--- src/hdl/rtcaw_map.svh ---
// Purpose: register offsets, field positions and timing constants of the alarm/watchdog block
// Assumes: 50 MHz sys_clk, 0.01 s time base derived internally
// Notes: included by the top module only
// Summary of operation
// - day alarm bits 3..6 read zero
// - masks clear: match minutes, hours and day
// - day mask only: daily on hour/minute match
// - day and hour masked: hourly on minute match
// - alarm registers keep time register format
// - alarm register access clears alarm flag
// - two BCD watchdog bytes, 00.01 to 99.99
// - watchdog access reloads count, clears flag
// - count down, alarm at zero, repeat
// - watchdog reads return loaded period
// - zero period disables the watchdog
// - transfer enable freezes visible clock copies
// - route bit swaps the two interrupt pins
// - polarity bit sets second pin active level
// - pulse bit: pulses of at least 3 ms
// - watchdog mask bit gates watchdog interrupt
// - alarm mask bit gates alarm interrupt
// - read-only watchdog flag, pulse-qualified
// - read-only alarm flag, pulse-qualified
// - compare while hundredths hold final value
// - addresses 0x00..0x3F select on-chip registers
`ifndef RTCAW_MAP_SVH
`define RTCAW_MAP_SVH
`define RTCAW_OFF_MIN_ALARM 6'h03
`define RTCAW_OFF_HOUR_ALARM 6'h05
`define RTCAW_OFF_DAY_ALARM 6'h07
`define RTCAW_OFF_COMMAND 6'h0b
`define RTCAW_OFF_WDOG_LOW 6'h0c
`define RTCAW_OFF_WDOG_HIGH 6'h0d
`define RTCAW_REG_SPACE_TOP 17'h0_003f
`define RTCAW_DAY_ALARM_KEEP 8'h87
`define RTCAW_MASK_BIT 7
`define RTCAW_CMD_XFER_EN 7
`define RTCAW_CMD_SWAP 6
`define RTCAW_CMD_POL 5
`define RTCAW_CMD_PULSE 4
`define RTCAW_CMD_WDOG_MASK 3
`define RTCAW_CMD_ALARM_MASK 2
`define RTCAW_CMD_WDOG_FLAG 1
`define RTCAW_CMD_ALARM_FLAG 0
`define RTCAW_CMD_RW_MASK 8'hfc
`define RTCAW_RESET_BYTE 8'h00
`define RTCAW_CMD_RESET 8'h80
`define RTCAW_SYNC_IDLE 28'h00e_0000
`define RTCAW_CLK_HZ 50000000
`define RTCAW_TICK_HZ 100
`define RTCAW_PULSE_MS 3
`define RTCAW_HUND_LAST 8'h99
`define RTCAW_SEC_LAST 8'h59
`endif

--- src/hdl/rtcaw_pkg.sv ---
// Purpose: types shared by the alarm/watchdog block
// Assumes: nothing beyond the map header
// Notes: carriers of the time inputs and the command bits
package rtcaw_pkg;
    typedef struct packed {
        logic [7:0] hund;
        logic [7:0] sec;
        logic [7:0] min;
        logic [7:0] hour;
        logic [7:0] day;
    } rtcaw_time_t;
    typedef struct packed {
        logic transfer_enable;
        logic irq_route_swap;
        logic second_irq_drive_polarity;
        logic irq_pulse_select;
        logic watchdog_irq_mask;
        logic alarm_irq_mask;
    } rtcaw_cmd_t;
endpackage

--- src/hdl/rtcaw_top.sv ---
// Purpose: alarm compare, watchdog countdown and interrupt routing of a bytewide clock controller
// Assumes: host bus pins are asynchronous and pass two flops; time counters come from same-clock logic
// Notes: access is taken on the rising edge of the combined select; a watchdog write reloads again at the end of the strobe
`timescale 1ns/1ns
`default_nettype none
`include "rtcaw_map.svh"
module rtcaw_top #(
    parameter int CLK_HZ = `RTCAW_CLK_HZ,
    parameter int TICK_DIV = CLK_HZ / `RTCAW_TICK_HZ,
    parameter int PULSE_CYC = (CLK_HZ / 1000) * `RTCAW_PULSE_MS
) (
    input wire logic sys_clk,
    input wire logic rst,
    input wire logic [16:0] addr,
    input wire logic [7:0] data_in,
    output logic [7:0] data_out,
    output logic data_oe,
    input wire logic chip_enable_n,
    input wire logic output_enable_n,
    input wire logic write_enable_n,
    input wire rtcaw_pkg::rtcaw_time_t time_now,
    output logic tick,
    output logic transfer_enable,
    output logic irq_pin_first_out,
    output logic irq_pin_first_oe,
    output logic irq_pin_second_out,
    output logic irq_pin_second_oe
);
    // ==========================================
    // pin synchronisers
    // ==========================================
    logic [27:0] sync_a;
    logic [27:0] sync_b;
    logic [27:0] next_sync_a;
    always_comb begin
        next_sync_a = {addr[13:6], chip_enable_n, output_enable_n, write_enable_n, addr[5:0], data_in, addr[16:14]};
    end
    always_ff @(posedge sys_clk) begin
        if (rst) begin
            sync_a <= `RTCAW_SYNC_IDLE; // idle strobes, so no false access follows reset
            sync_b <= `RTCAW_SYNC_IDLE;
        end else begin
            sync_a <= next_sync_a;
            sync_b <= sync_a;
        end
    end
    // upper address bits only matter as a nonzero test; all bits above 5 must be zero
    logic [16:0] addr_s;
    logic ce_n_s;
    logic oe_n_s;
    logic we_n_s;
    logic [7:0] din_s;
    assign ce_n_s = sync_b[19];
    assign oe_n_s = sync_b[18];
    assign we_n_s = sync_b[17];
    assign din_s = sync_b[10:3];
    assign addr_s = {sync_b[2:0], sync_b[27:20], sync_b[16:11]};
    // ==========================================
    // access detection
    // ==========================================
    logic on_chip;
    logic sel;
    logic sel_d;
    logic rd_level;
    logic wr_q;
    logic wr_end;
    logic acc_start;
    logic [5:0] off;
    assign on_chip = (addr_s <= `RTCAW_REG_SPACE_TOP);
    assign off = addr_s[5:0];
    assign sel = !ce_n_s && on_chip && (!oe_n_s || !we_n_s);
    assign rd_level = !ce_n_s && on_chip && !oe_n_s && we_n_s;
    assign acc_start = sel && !sel_d;
    // write data latched at the end of the strobe, where setup is guaranteed
    assign wr_end = wr_q && !( !ce_n_s && !we_n_s);
    logic [5:0] wr_off;
    logic [5:0] next_wr_off;
    logic next_wr_q;
    always_comb begin
        next_wr_q = !ce_n_s && !we_n_s && on_chip;
        next_wr_off = next_wr_q ? off : wr_off;
    end
    always_ff @(posedge sys_clk) begin
        if (rst) begin
            sel_d <= 1'b0;
            wr_q <= 1'b0;
            wr_off <= 6'h00;
        end else begin
            sel_d <= sel;
            wr_q <= next_wr_q;
            wr_off <= next_wr_off;
        end
    end
    logic alarm_access;
    logic wdog_access;
    always_comb begin
        alarm_access = acc_start && (off == `RTCAW_OFF_MIN_ALARM || off == `RTCAW_OFF_HOUR_ALARM
                                     || off == `RTCAW_OFF_DAY_ALARM);
        wdog_access = (acc_start && (off == `RTCAW_OFF_WDOG_LOW || off == `RTCAW_OFF_WDOG_HIGH))
                      || (wr_end && (wr_off == `RTCAW_OFF_WDOG_LOW || wr_off == `RTCAW_OFF_WDOG_HIGH));
    end
    // ==========================================
    // registers
    // ==========================================
    logic [7:0] min_alarm;
    logic [7:0] hour_alarm;
    logic [7:0] day_alarm;
    logic [7:0] cmd;
    logic [7:0] wdog_low;
    logic [7:0] wdog_high;
    logic [7:0] next_min_alarm;
    logic [7:0] next_hour_alarm;
    logic [7:0] next_day_alarm;
    logic [7:0] next_cmd;
    logic [7:0] next_wdog_low;
    logic [7:0] next_wdog_high;
    always_comb begin
        next_min_alarm = min_alarm;
        next_hour_alarm = hour_alarm;
        next_day_alarm = day_alarm;
        next_cmd = cmd;
        next_wdog_low = wdog_low;
        next_wdog_high = wdog_high;
        if (wr_end) begin
            unique case (wr_off)
                `RTCAW_OFF_MIN_ALARM: next_min_alarm = din_s;
                `RTCAW_OFF_HOUR_ALARM: next_hour_alarm = din_s;
                `RTCAW_OFF_DAY_ALARM: next_day_alarm = din_s & `RTCAW_DAY_ALARM_KEEP;
                `RTCAW_OFF_COMMAND: next_cmd = din_s & `RTCAW_CMD_RW_MASK;
                `RTCAW_OFF_WDOG_LOW: next_wdog_low = din_s;
                `RTCAW_OFF_WDOG_HIGH: next_wdog_high = din_s;
                default: next_cmd = cmd;
            endcase
        end
    end
    always_ff @(posedge sys_clk) begin
        if (rst) begin
            min_alarm <= `RTCAW_RESET_BYTE;
            hour_alarm <= `RTCAW_RESET_BYTE;
            day_alarm <= `RTCAW_RESET_BYTE;
            cmd <= `RTCAW_CMD_RESET;
            wdog_low <= `RTCAW_RESET_BYTE;
            wdog_high <= `RTCAW_RESET_BYTE;
        end else begin
            min_alarm <= next_min_alarm;
            hour_alarm <= next_hour_alarm;
            day_alarm <= next_day_alarm;
            cmd <= next_cmd;
            wdog_low <= next_wdog_low;
            wdog_high <= next_wdog_high;
        end
    end
    rtcaw_pkg::rtcaw_cmd_t c;
    assign c = '{cmd[`RTCAW_CMD_XFER_EN], cmd[`RTCAW_CMD_SWAP], cmd[`RTCAW_CMD_POL],
                 cmd[`RTCAW_CMD_PULSE], cmd[`RTCAW_CMD_WDOG_MASK], cmd[`RTCAW_CMD_ALARM_MASK]};
    assign transfer_enable = c.transfer_enable;
    // ==========================================
    // 0.01 s time base
    // ==========================================
    logic [31:0] div_cnt;
    logic [31:0] next_div_cnt;
    logic next_tick;
    always_comb begin
        next_tick = (div_cnt == 32'(TICK_DIV - 1));
        next_div_cnt = next_tick ? 32'h0000_0000 : div_cnt + 32'h0000_0001;
    end
    always_ff @(posedge sys_clk) begin
        if (rst) begin
            div_cnt <= 32'h0000_0000;
            tick <= 1'b0;
        end else begin
            div_cnt <= next_div_cnt;
            tick <= next_tick;
        end
    end
    // ==========================================
    // time-of-day alarm compare
    // ==========================================
    logic m_mask;
    logic h_mask;
    logic d_mask;
    logic min_eq;
    logic hour_eq;
    logic day_eq;
    logic alarm_hit;
    assign m_mask = min_alarm[`RTCAW_MASK_BIT];
    assign h_mask = hour_alarm[`RTCAW_MASK_BIT];
    assign d_mask = day_alarm[`RTCAW_MASK_BIT];
    assign min_eq = (time_now.min[6:0] == min_alarm[6:0]);
    assign hour_eq = (time_now.hour[6:0] == hour_alarm[6:0]);
    assign day_eq = (time_now.day[2:0] == day_alarm[2:0]);
    always_comb begin
        alarm_hit = 1'b0;
        // checked in the last hundredth so the match lands on the minute boundary
        if (tick && time_now.hund == `RTCAW_HUND_LAST) begin
            if (m_mask && h_mask && d_mask) begin
                alarm_hit = (time_now.sec == `RTCAW_SEC_LAST);
            end else if (h_mask && d_mask) begin
                alarm_hit = min_eq && (time_now.sec == `RTCAW_SEC_LAST);
            end else if (d_mask) begin
                alarm_hit = min_eq && hour_eq && (time_now.sec == `RTCAW_SEC_LAST);
            end else begin
                alarm_hit = min_eq && hour_eq && day_eq && (time_now.sec == `RTCAW_SEC_LAST);
            end
        end
    end
    // ==========================================
    // watchdog countdown in BCD hundredths
    // ==========================================
    logic [15:0] wd_cnt;
    logic [15:0] next_wd_cnt;
    logic wd_hit;
    logic wd_enabled;
    assign wd_enabled = ({wdog_high, wdog_low} != 16'h0000);
    function automatic logic [15:0] rtcaw_bcd_dec(input logic [15:0] v);
        logic [15:0] r;
        r = v;
        if (v[3:0] != 4'h0) r[3:0] = v[3:0] - 4'h1;
        else if (v[7:4] != 4'h0) r[7:0] = {v[7:4] - 4'h1, 4'h9};
        else if (v[11:8] != 4'h0) r[11:0] = {v[11:8] - 4'h1, 8'h99};
        else r = {v[15:12] - 4'h1, 12'h999};
        return r;
    endfunction
    always_comb begin
        wd_hit = 1'b0;
        next_wd_cnt = wd_cnt;
        if (wdog_access) begin
            next_wd_cnt = {next_wdog_high, next_wdog_low};
        end else if (tick && wd_enabled) begin
            if (wd_cnt == 16'h0001 || wd_cnt == 16'h0000) begin
                wd_hit = 1'b1;
                next_wd_cnt = {wdog_high, wdog_low};
            end else begin
                next_wd_cnt = rtcaw_bcd_dec(wd_cnt);
            end
        end
    end
    always_ff @(posedge sys_clk) begin
        if (rst) begin
            wd_cnt <= 16'h0000;
        end else begin
            wd_cnt <= next_wd_cnt;
        end
    end
    // ==========================================
    // flags and pulse timers
    // ==========================================
    logic tod_flag;
    logic wd_flag;
    logic next_tod_flag;
    logic next_wd_flag;
    logic [31:0] tod_pt;
    logic [31:0] wd_pt;
    logic [31:0] next_tod_pt;
    logic [31:0] next_wd_pt;
    always_comb begin
        // a new alarm event wins over a clearing access in the same cycle; a watchdog access reloads and suppresses the watchdog event
        next_tod_flag = alarm_hit || (tod_flag && !alarm_access);
        next_wd_flag = wd_hit || (wd_flag && !wdog_access);
        next_tod_pt = alarm_hit ? 32'(PULSE_CYC) : (tod_pt != 32'h0000_0000 ? tod_pt - 32'h0000_0001 : tod_pt);
        next_wd_pt = wd_hit ? 32'(PULSE_CYC) : (wd_pt != 32'h0000_0000 ? wd_pt - 32'h0000_0001 : wd_pt);
        if (c.irq_pulse_select) begin
            if (!alarm_hit && tod_pt <= 32'h0000_0001) next_tod_flag = 1'b0;
            if (!wd_hit && wd_pt <= 32'h0000_0001) next_wd_flag = 1'b0;
        end
    end
    always_ff @(posedge sys_clk) begin
        if (rst) begin
            tod_flag <= 1'b0;
            wd_flag <= 1'b0;
            tod_pt <= 32'h0000_0000;
            wd_pt <= 32'h0000_0000;
        end else begin
            tod_flag <= next_tod_flag;
            wd_flag <= next_wd_flag;
            tod_pt <= next_tod_pt;
            wd_pt <= next_wd_pt;
        end
    end
    // ==========================================
    // interrupt routing and drive
    // ==========================================
    logic tod_act;
    logic wd_act;
    logic first_act;
    logic second_act;
    logic next_first_oe;
    logic next_second_oe;
    logic next_second_out;
    always_comb begin
        tod_act = tod_flag && !c.alarm_irq_mask;
        wd_act = wd_flag && !c.watchdog_irq_mask;
        first_act = c.irq_route_swap ? tod_act : wd_act;
        second_act = c.irq_route_swap ? wd_act : tod_act;
        next_first_oe = first_act;
        // active high sources, active low sinks; idle is released
        next_second_oe = second_act;
        next_second_out = c.second_irq_drive_polarity;
    end
    always_ff @(posedge sys_clk) begin
        if (rst) begin
            irq_pin_first_oe <= 1'b0;
            irq_pin_second_oe <= 1'b0;
            irq_pin_second_out <= 1'b0;
        end else begin
            irq_pin_first_oe <= next_first_oe;
            irq_pin_second_oe <= next_second_oe;
            irq_pin_second_out <= next_second_out;
        end
    end
    assign irq_pin_first_out = 1'b0;
    // ==========================================
    // read data
    // ==========================================
    logic [7:0] next_data_out;
    always_comb begin
        unique case (off)
            `RTCAW_OFF_MIN_ALARM: next_data_out = min_alarm;
            `RTCAW_OFF_HOUR_ALARM: next_data_out = hour_alarm;
            `RTCAW_OFF_DAY_ALARM: next_data_out = day_alarm;
            `RTCAW_OFF_COMMAND: next_data_out = {cmd[7:2], wd_flag, tod_flag};
            `RTCAW_OFF_WDOG_LOW: next_data_out = wdog_low;
            `RTCAW_OFF_WDOG_HIGH: next_data_out = wdog_high;
            default: next_data_out = 8'h00;
        endcase
    end
    always_ff @(posedge sys_clk) begin
        if (rst) begin
            data_out <= 8'h00;
            data_oe <= 1'b0;
        end else begin
            data_out <= next_data_out;
            data_oe <= rd_level;
        end
    end
endmodule // rtcaw_top
`default_nettype wire

--- config.mk ---
export PLATFORM = sky130hd
export DESIGN_NAME = rtcaw_top
export DESIGN_NICKNAME = d
export VERILOG_FILES = /design/src/hdl/rtcaw_pkg.sv /design/src/hdl/rtcaw_top.sv
export VERILOG_INCLUDE_DIRS = /design/src /design/src/hdl
export SDC_FILE = /design/constraint.sdc
export NUM_CORES = 1
export LEC_CHECK = 0
export BUFFER_PORTS_ARGS = -buffer_cell sky130_fd_sc_hd__buf_2
export CORE_ASPECT_RATIO = 1.1
export CORE_MARGIN = 10
export CORE_UTILIZATION = 40
export CTS_BUF_LIST = sky130_fd_sc_hd__clkbuf_2 sky130_fd_sc_hd__clkbuf_4 sky130_fd_sc_hd__clkbuf_8
export DETAILED_ROUTE_END_ITERATION = 16
export PLACE_DENSITY_LB_ADDON = 0.1
export SLEW_MARGIN = 10
export SYNTH_ARGS = -nofsm -noshare
export SYNTH_HDL_FRONTEND = slang
export SYNTH_SLANG_ARGS = --single-unit
--- constraint.sdc ---
create_clock -name sys_clk -period 3.5 [get_ports sys_clk]
set_clock_uncertainty 0.05 [all_clocks]
set_input_delay 0.7 -clock sys_clk [delete_from_list [all_inputs] [get_ports sys_clk]]
set_output_delay 0.7 -clock sys_clk [all_outputs]
set_load 0.03 [all_outputs]
==> metrics.yaml <==
routing:
  drcViolationCount: 0
  antenna_left: 0
  vias: 8076
  avgViaCountPerCell: 5.248
  wire_per_inst_um: 15.67
  drt_pass1_iterations: 6
  drtIter0Drc: 522
  wirelength_um: 24120
worst_hold_path:
  hold_end: "sync_a[17]"
  whs_path_depth: 2
  hold_class: "primary input to register"
  min-delay-start: "write_enable_n"
sta:
  fin_crit_ns: 2.898
  tns_ns: 0
  slew_viol_final: 0
  tightest_slew_ns: 0.8455
  max_freq_mhz: 345.1
  hold_viol: 0
  setup_violations: 0
  slew_headroom_pct: 43.20
  grt_setup_unrepaired: "false"
  finalCritPeriodShare_pct: 82.79
clock_tree:
  cts_root_buf: "clkbuf_8"
  cts_hold_buf: 0
  clkLatencyLatePin_ns: 0.53
  htree_levels: 2
  cts_sinks: 233
  cts_buffers: 40
  post-cts-setup-buffers: 0
  cts_tree: "done"
  clk_pin_slew_ns: 0.06
  post_cts_resized: 0
  clockBufferDepth: 3
floorplan:
  die_h_um: 184.7
  dieArea_um2: 31360
  core_area_um2: 24400
  initial_utilization_pct: 40.45
  ios: 85
  num_rows: 60
  die_w_um: 169.8
setup_path:
  required_ns: 3.87
  slowest_delay_ns: 0.70
  cp.arrival_ns: 3.27
  r2r_setup_slack_ns: 0.60
  timing.rr.start: "tod_pt[2]"
  crit_type: "register to register"
  endpoint_kind: "register"
  crit_fanout: 11
  crit_buf_inv: 0
  r2r_cells: 6
  start_kind: "register"
  critical_path.cell_chain: "or3_1, or3_1, or4_1, or4b_1, xor2_1, nor2_2"
  crit_family: "simple AND/OR/NAND/NOR gates"
  cp_common_cell: "or3_1"
  cp_slowest_cell: "or4_1"
  timing.rr.end: "tod_pt[25]"
synthesis:
  synth_fa_ha_area_share_pct: 0.8874
  synth_compound_area_share_pct: 10.71
  ys_ff_latch: 233
  synth_warnings: 0
  synth_top_family_by_area: "simple AND/OR/NAND/NOR gates"
  synth_cells: 1100
  synth_edf_count: 0
  synth_area_um2: 9869
  ys_seq_area_share_pct: 47.26
  postSynthNetCount: 1177
  synthSimpleGateAreaFrac_pct: 25.09
  async_flop_share_pct: 0
  synth.mux.area_fraction_pct: 4.678
  syn_area_per_cell_um2: 8.972
  yosys_most_used_dff: "dfxtp_1"
  yosysUniqueCellTypes: 64
  synth-xor-area-share_pct: 8.785
power_and_ir_drop:
  power_density_nw_per_um2: 777.9
  fin_total_pwr_mw: 9.011
  p_leak_nw: 4.359
  power_switching_mw: 3.193
  p_clk_share_pct: 28.4
  ir_worst_vdd_mv: 0.6077
  internal_power_mw: 5.818
  power.share.combinational_pct: 34.4
  p_seq_share_pct: 37.2
  p_sw_share_pct: 35.44
grt:
  grt_overflow: 0
  grt_pass1_vias: 7884
  grt_pass1_wl_um: 39920
  grt_max_degree: 62
  antenna_found_initial: 0
  grt_util_all_layers_pct: 15.30
placement:
  place.port_buffers: 76
  place.gp.congestion: 0.8422
  dp_hpwl_um: 16400
layout:
  diodes: 0
  layout-drive-gt1-share_pct: 15.87
  layout.nets: 1277
  area_growth_pct: 17.37
job:
  drv_cap: 0
run_status:
  status: "complete, no violations"
## how the worst max path moves through the flow
stage               depth (start not counted)  slack (ns)          to  startpoint
floorplan                                   8        0.76  tod_pt[25]   tod_pt[9]
global placement                            6        0.61  tod_pt[25]  tod_pt[11]
detailed placement                          6        0.61  tod_pt[25]   tod_pt[9]
CTS                                         6        0.60  tod_pt[25]   tod_pt[2]
global route                                7        0.50    wd_pt[5]    wd_pt[9]
finish                                      6        0.60  tod_pt[25]   tod_pt[2]
## kinds of logic after synthesis
group,Yosys count
flip-flops,233
adder cells (fa/ha/maj),7
XOR/XNOR,99
other,1
AND/OR/NAND/NOR,485
buffers and inverters,65
AO/OA/AOI/OAI,164
multiplexers,46
## metrics by stage
stage | utilization, % | hold WS (ns) | instance area, um2 | cells | setup WS [ns]
4_1_cts | 47.48 | 0.2593 | 11580 | 1539 | 0.6036
2_1_floorplan | - | 0.3395 | 9869 | 1100 | 0.7572
6_report | 47.48 | 0.2973 | 11580 | 1539 | 0.6022
5_1_grt | 47.48 | 0.2770 | 11580 | 1539 | 0.4964
3_3_place_gp | 43.97 | 0.3437 | 10730 | 1468 | 0.6081
3_5_place_dp | 43.97 | 0.3481 | 10730 | 1468 | 0.6121
## sequential cells by signal, summed over array words and instances (netlist names), 8 cells and up
register	cells
sync_b	28
sync_a	28
wd_pt	32
div_cnt	32
tod_pt	32
wdog_low	8
hour_alarm	8
data_out	8
wd_cnt	16
min_alarm	8
wdog_high	8
## metal layers
layer	track usage (%)	wire length [um]	vias to the layer above	share of wire (%)
li1	-	-	4089	-
met4	4.812	541	0	2.2
met2	24.86	10980	146	46
met5	0	0	-	0
met1	19.69	11440	3796	47
met3	3.424	1153	45	4.8
## area by class of cell
cell class | count | area [um2]
multi-input combinational | 802 | 4986
inverter | 19 | 71.32
sequential | 233 | 4664
clock buffer | 66 | 827.0
tap | 310 | 387.9
clock inverter | 5 | 28.78
timing repair buffer | 104 | 618.1
fill | 2377 | 12810
## Yosys cell counts, drive strengths merged, types with 3 or more instances
cell	instances	area share, %
nand2	70	2.7
nand3	36	1.8
ha	7	0.89
a31oi	7	0.44
o21ai	26	1.3
and3	6	0.38
nor4b	7	0.62
o31ai	8	0.61
or2	10	0.63
xnor2	36	3.2
dfxtp	233	47
and2	5	0.32
nor2	156	6.0
inv	18	0.68
nor3	39	2.0
o311ai	4	0.35
buf	9	0.42
nand3b	10	0.76
a211oi	13	0.99
nand4	15	0.95
and4	3	0.27
a21o	3	0.23
nor4bb	3	0.30
o41ai	3	0.34
a22oi	6	0.46
or3	15	0.95
nor4	25	1.6
nand2b	5	0.32
a21oi	66	3.3
nand4b	3	0.27
xor2	63	5.6
nor2b	53	3.4
mux2i	45	4.6
a221oi	5	0.44
clkbuf	37	1.4
or4	19	1.4
a222oi	8	0.81
## cell usage in the layout, fill, tap and decap left out, types with 4 or more instances in the layout
cell type  count
a211oi_1      13
a21oi_1       66
a221oi_1       5
a222oi_1       8
a22oi_1        6
a31oi_1        7
and2_1         5
and3_1         6
buf_2         75
buf_4         27
clkbuf_4      13
clkbuf_8      53
clkinv_2       4
dfxtp_1      233
ha_1           7
inv_1         18
mux2i_1       45
nand2_1       70
nand2b_1       5
nand3_1       36
nand3b_1      10
nand4_1       15
nor2_1       155
nor2b_1       53
nor3_1        39
nor4_1        23
nor4b_1        5
o21ai_0       25
o311ai_0       4
o31ai_1        7
or2_2         10
or3_1         15
or4_1         19
xnor2_1       36
xor2_1        63
## power by group through the flow
stage	Clock [mW]	Combinational (mW)	Sequential (mW)
2_1_floorplan	0	2.47	3.33
3_3_place_gp	0	3.08	3.40
3_5_place_dp	0	3.09	3.41
4_1_cts	2.65	3.12	3.35
5_1_grt	2.78	3.52	3.41
6_report	2.56	3.10	3.35
Power figures use the tool's default switching activity.
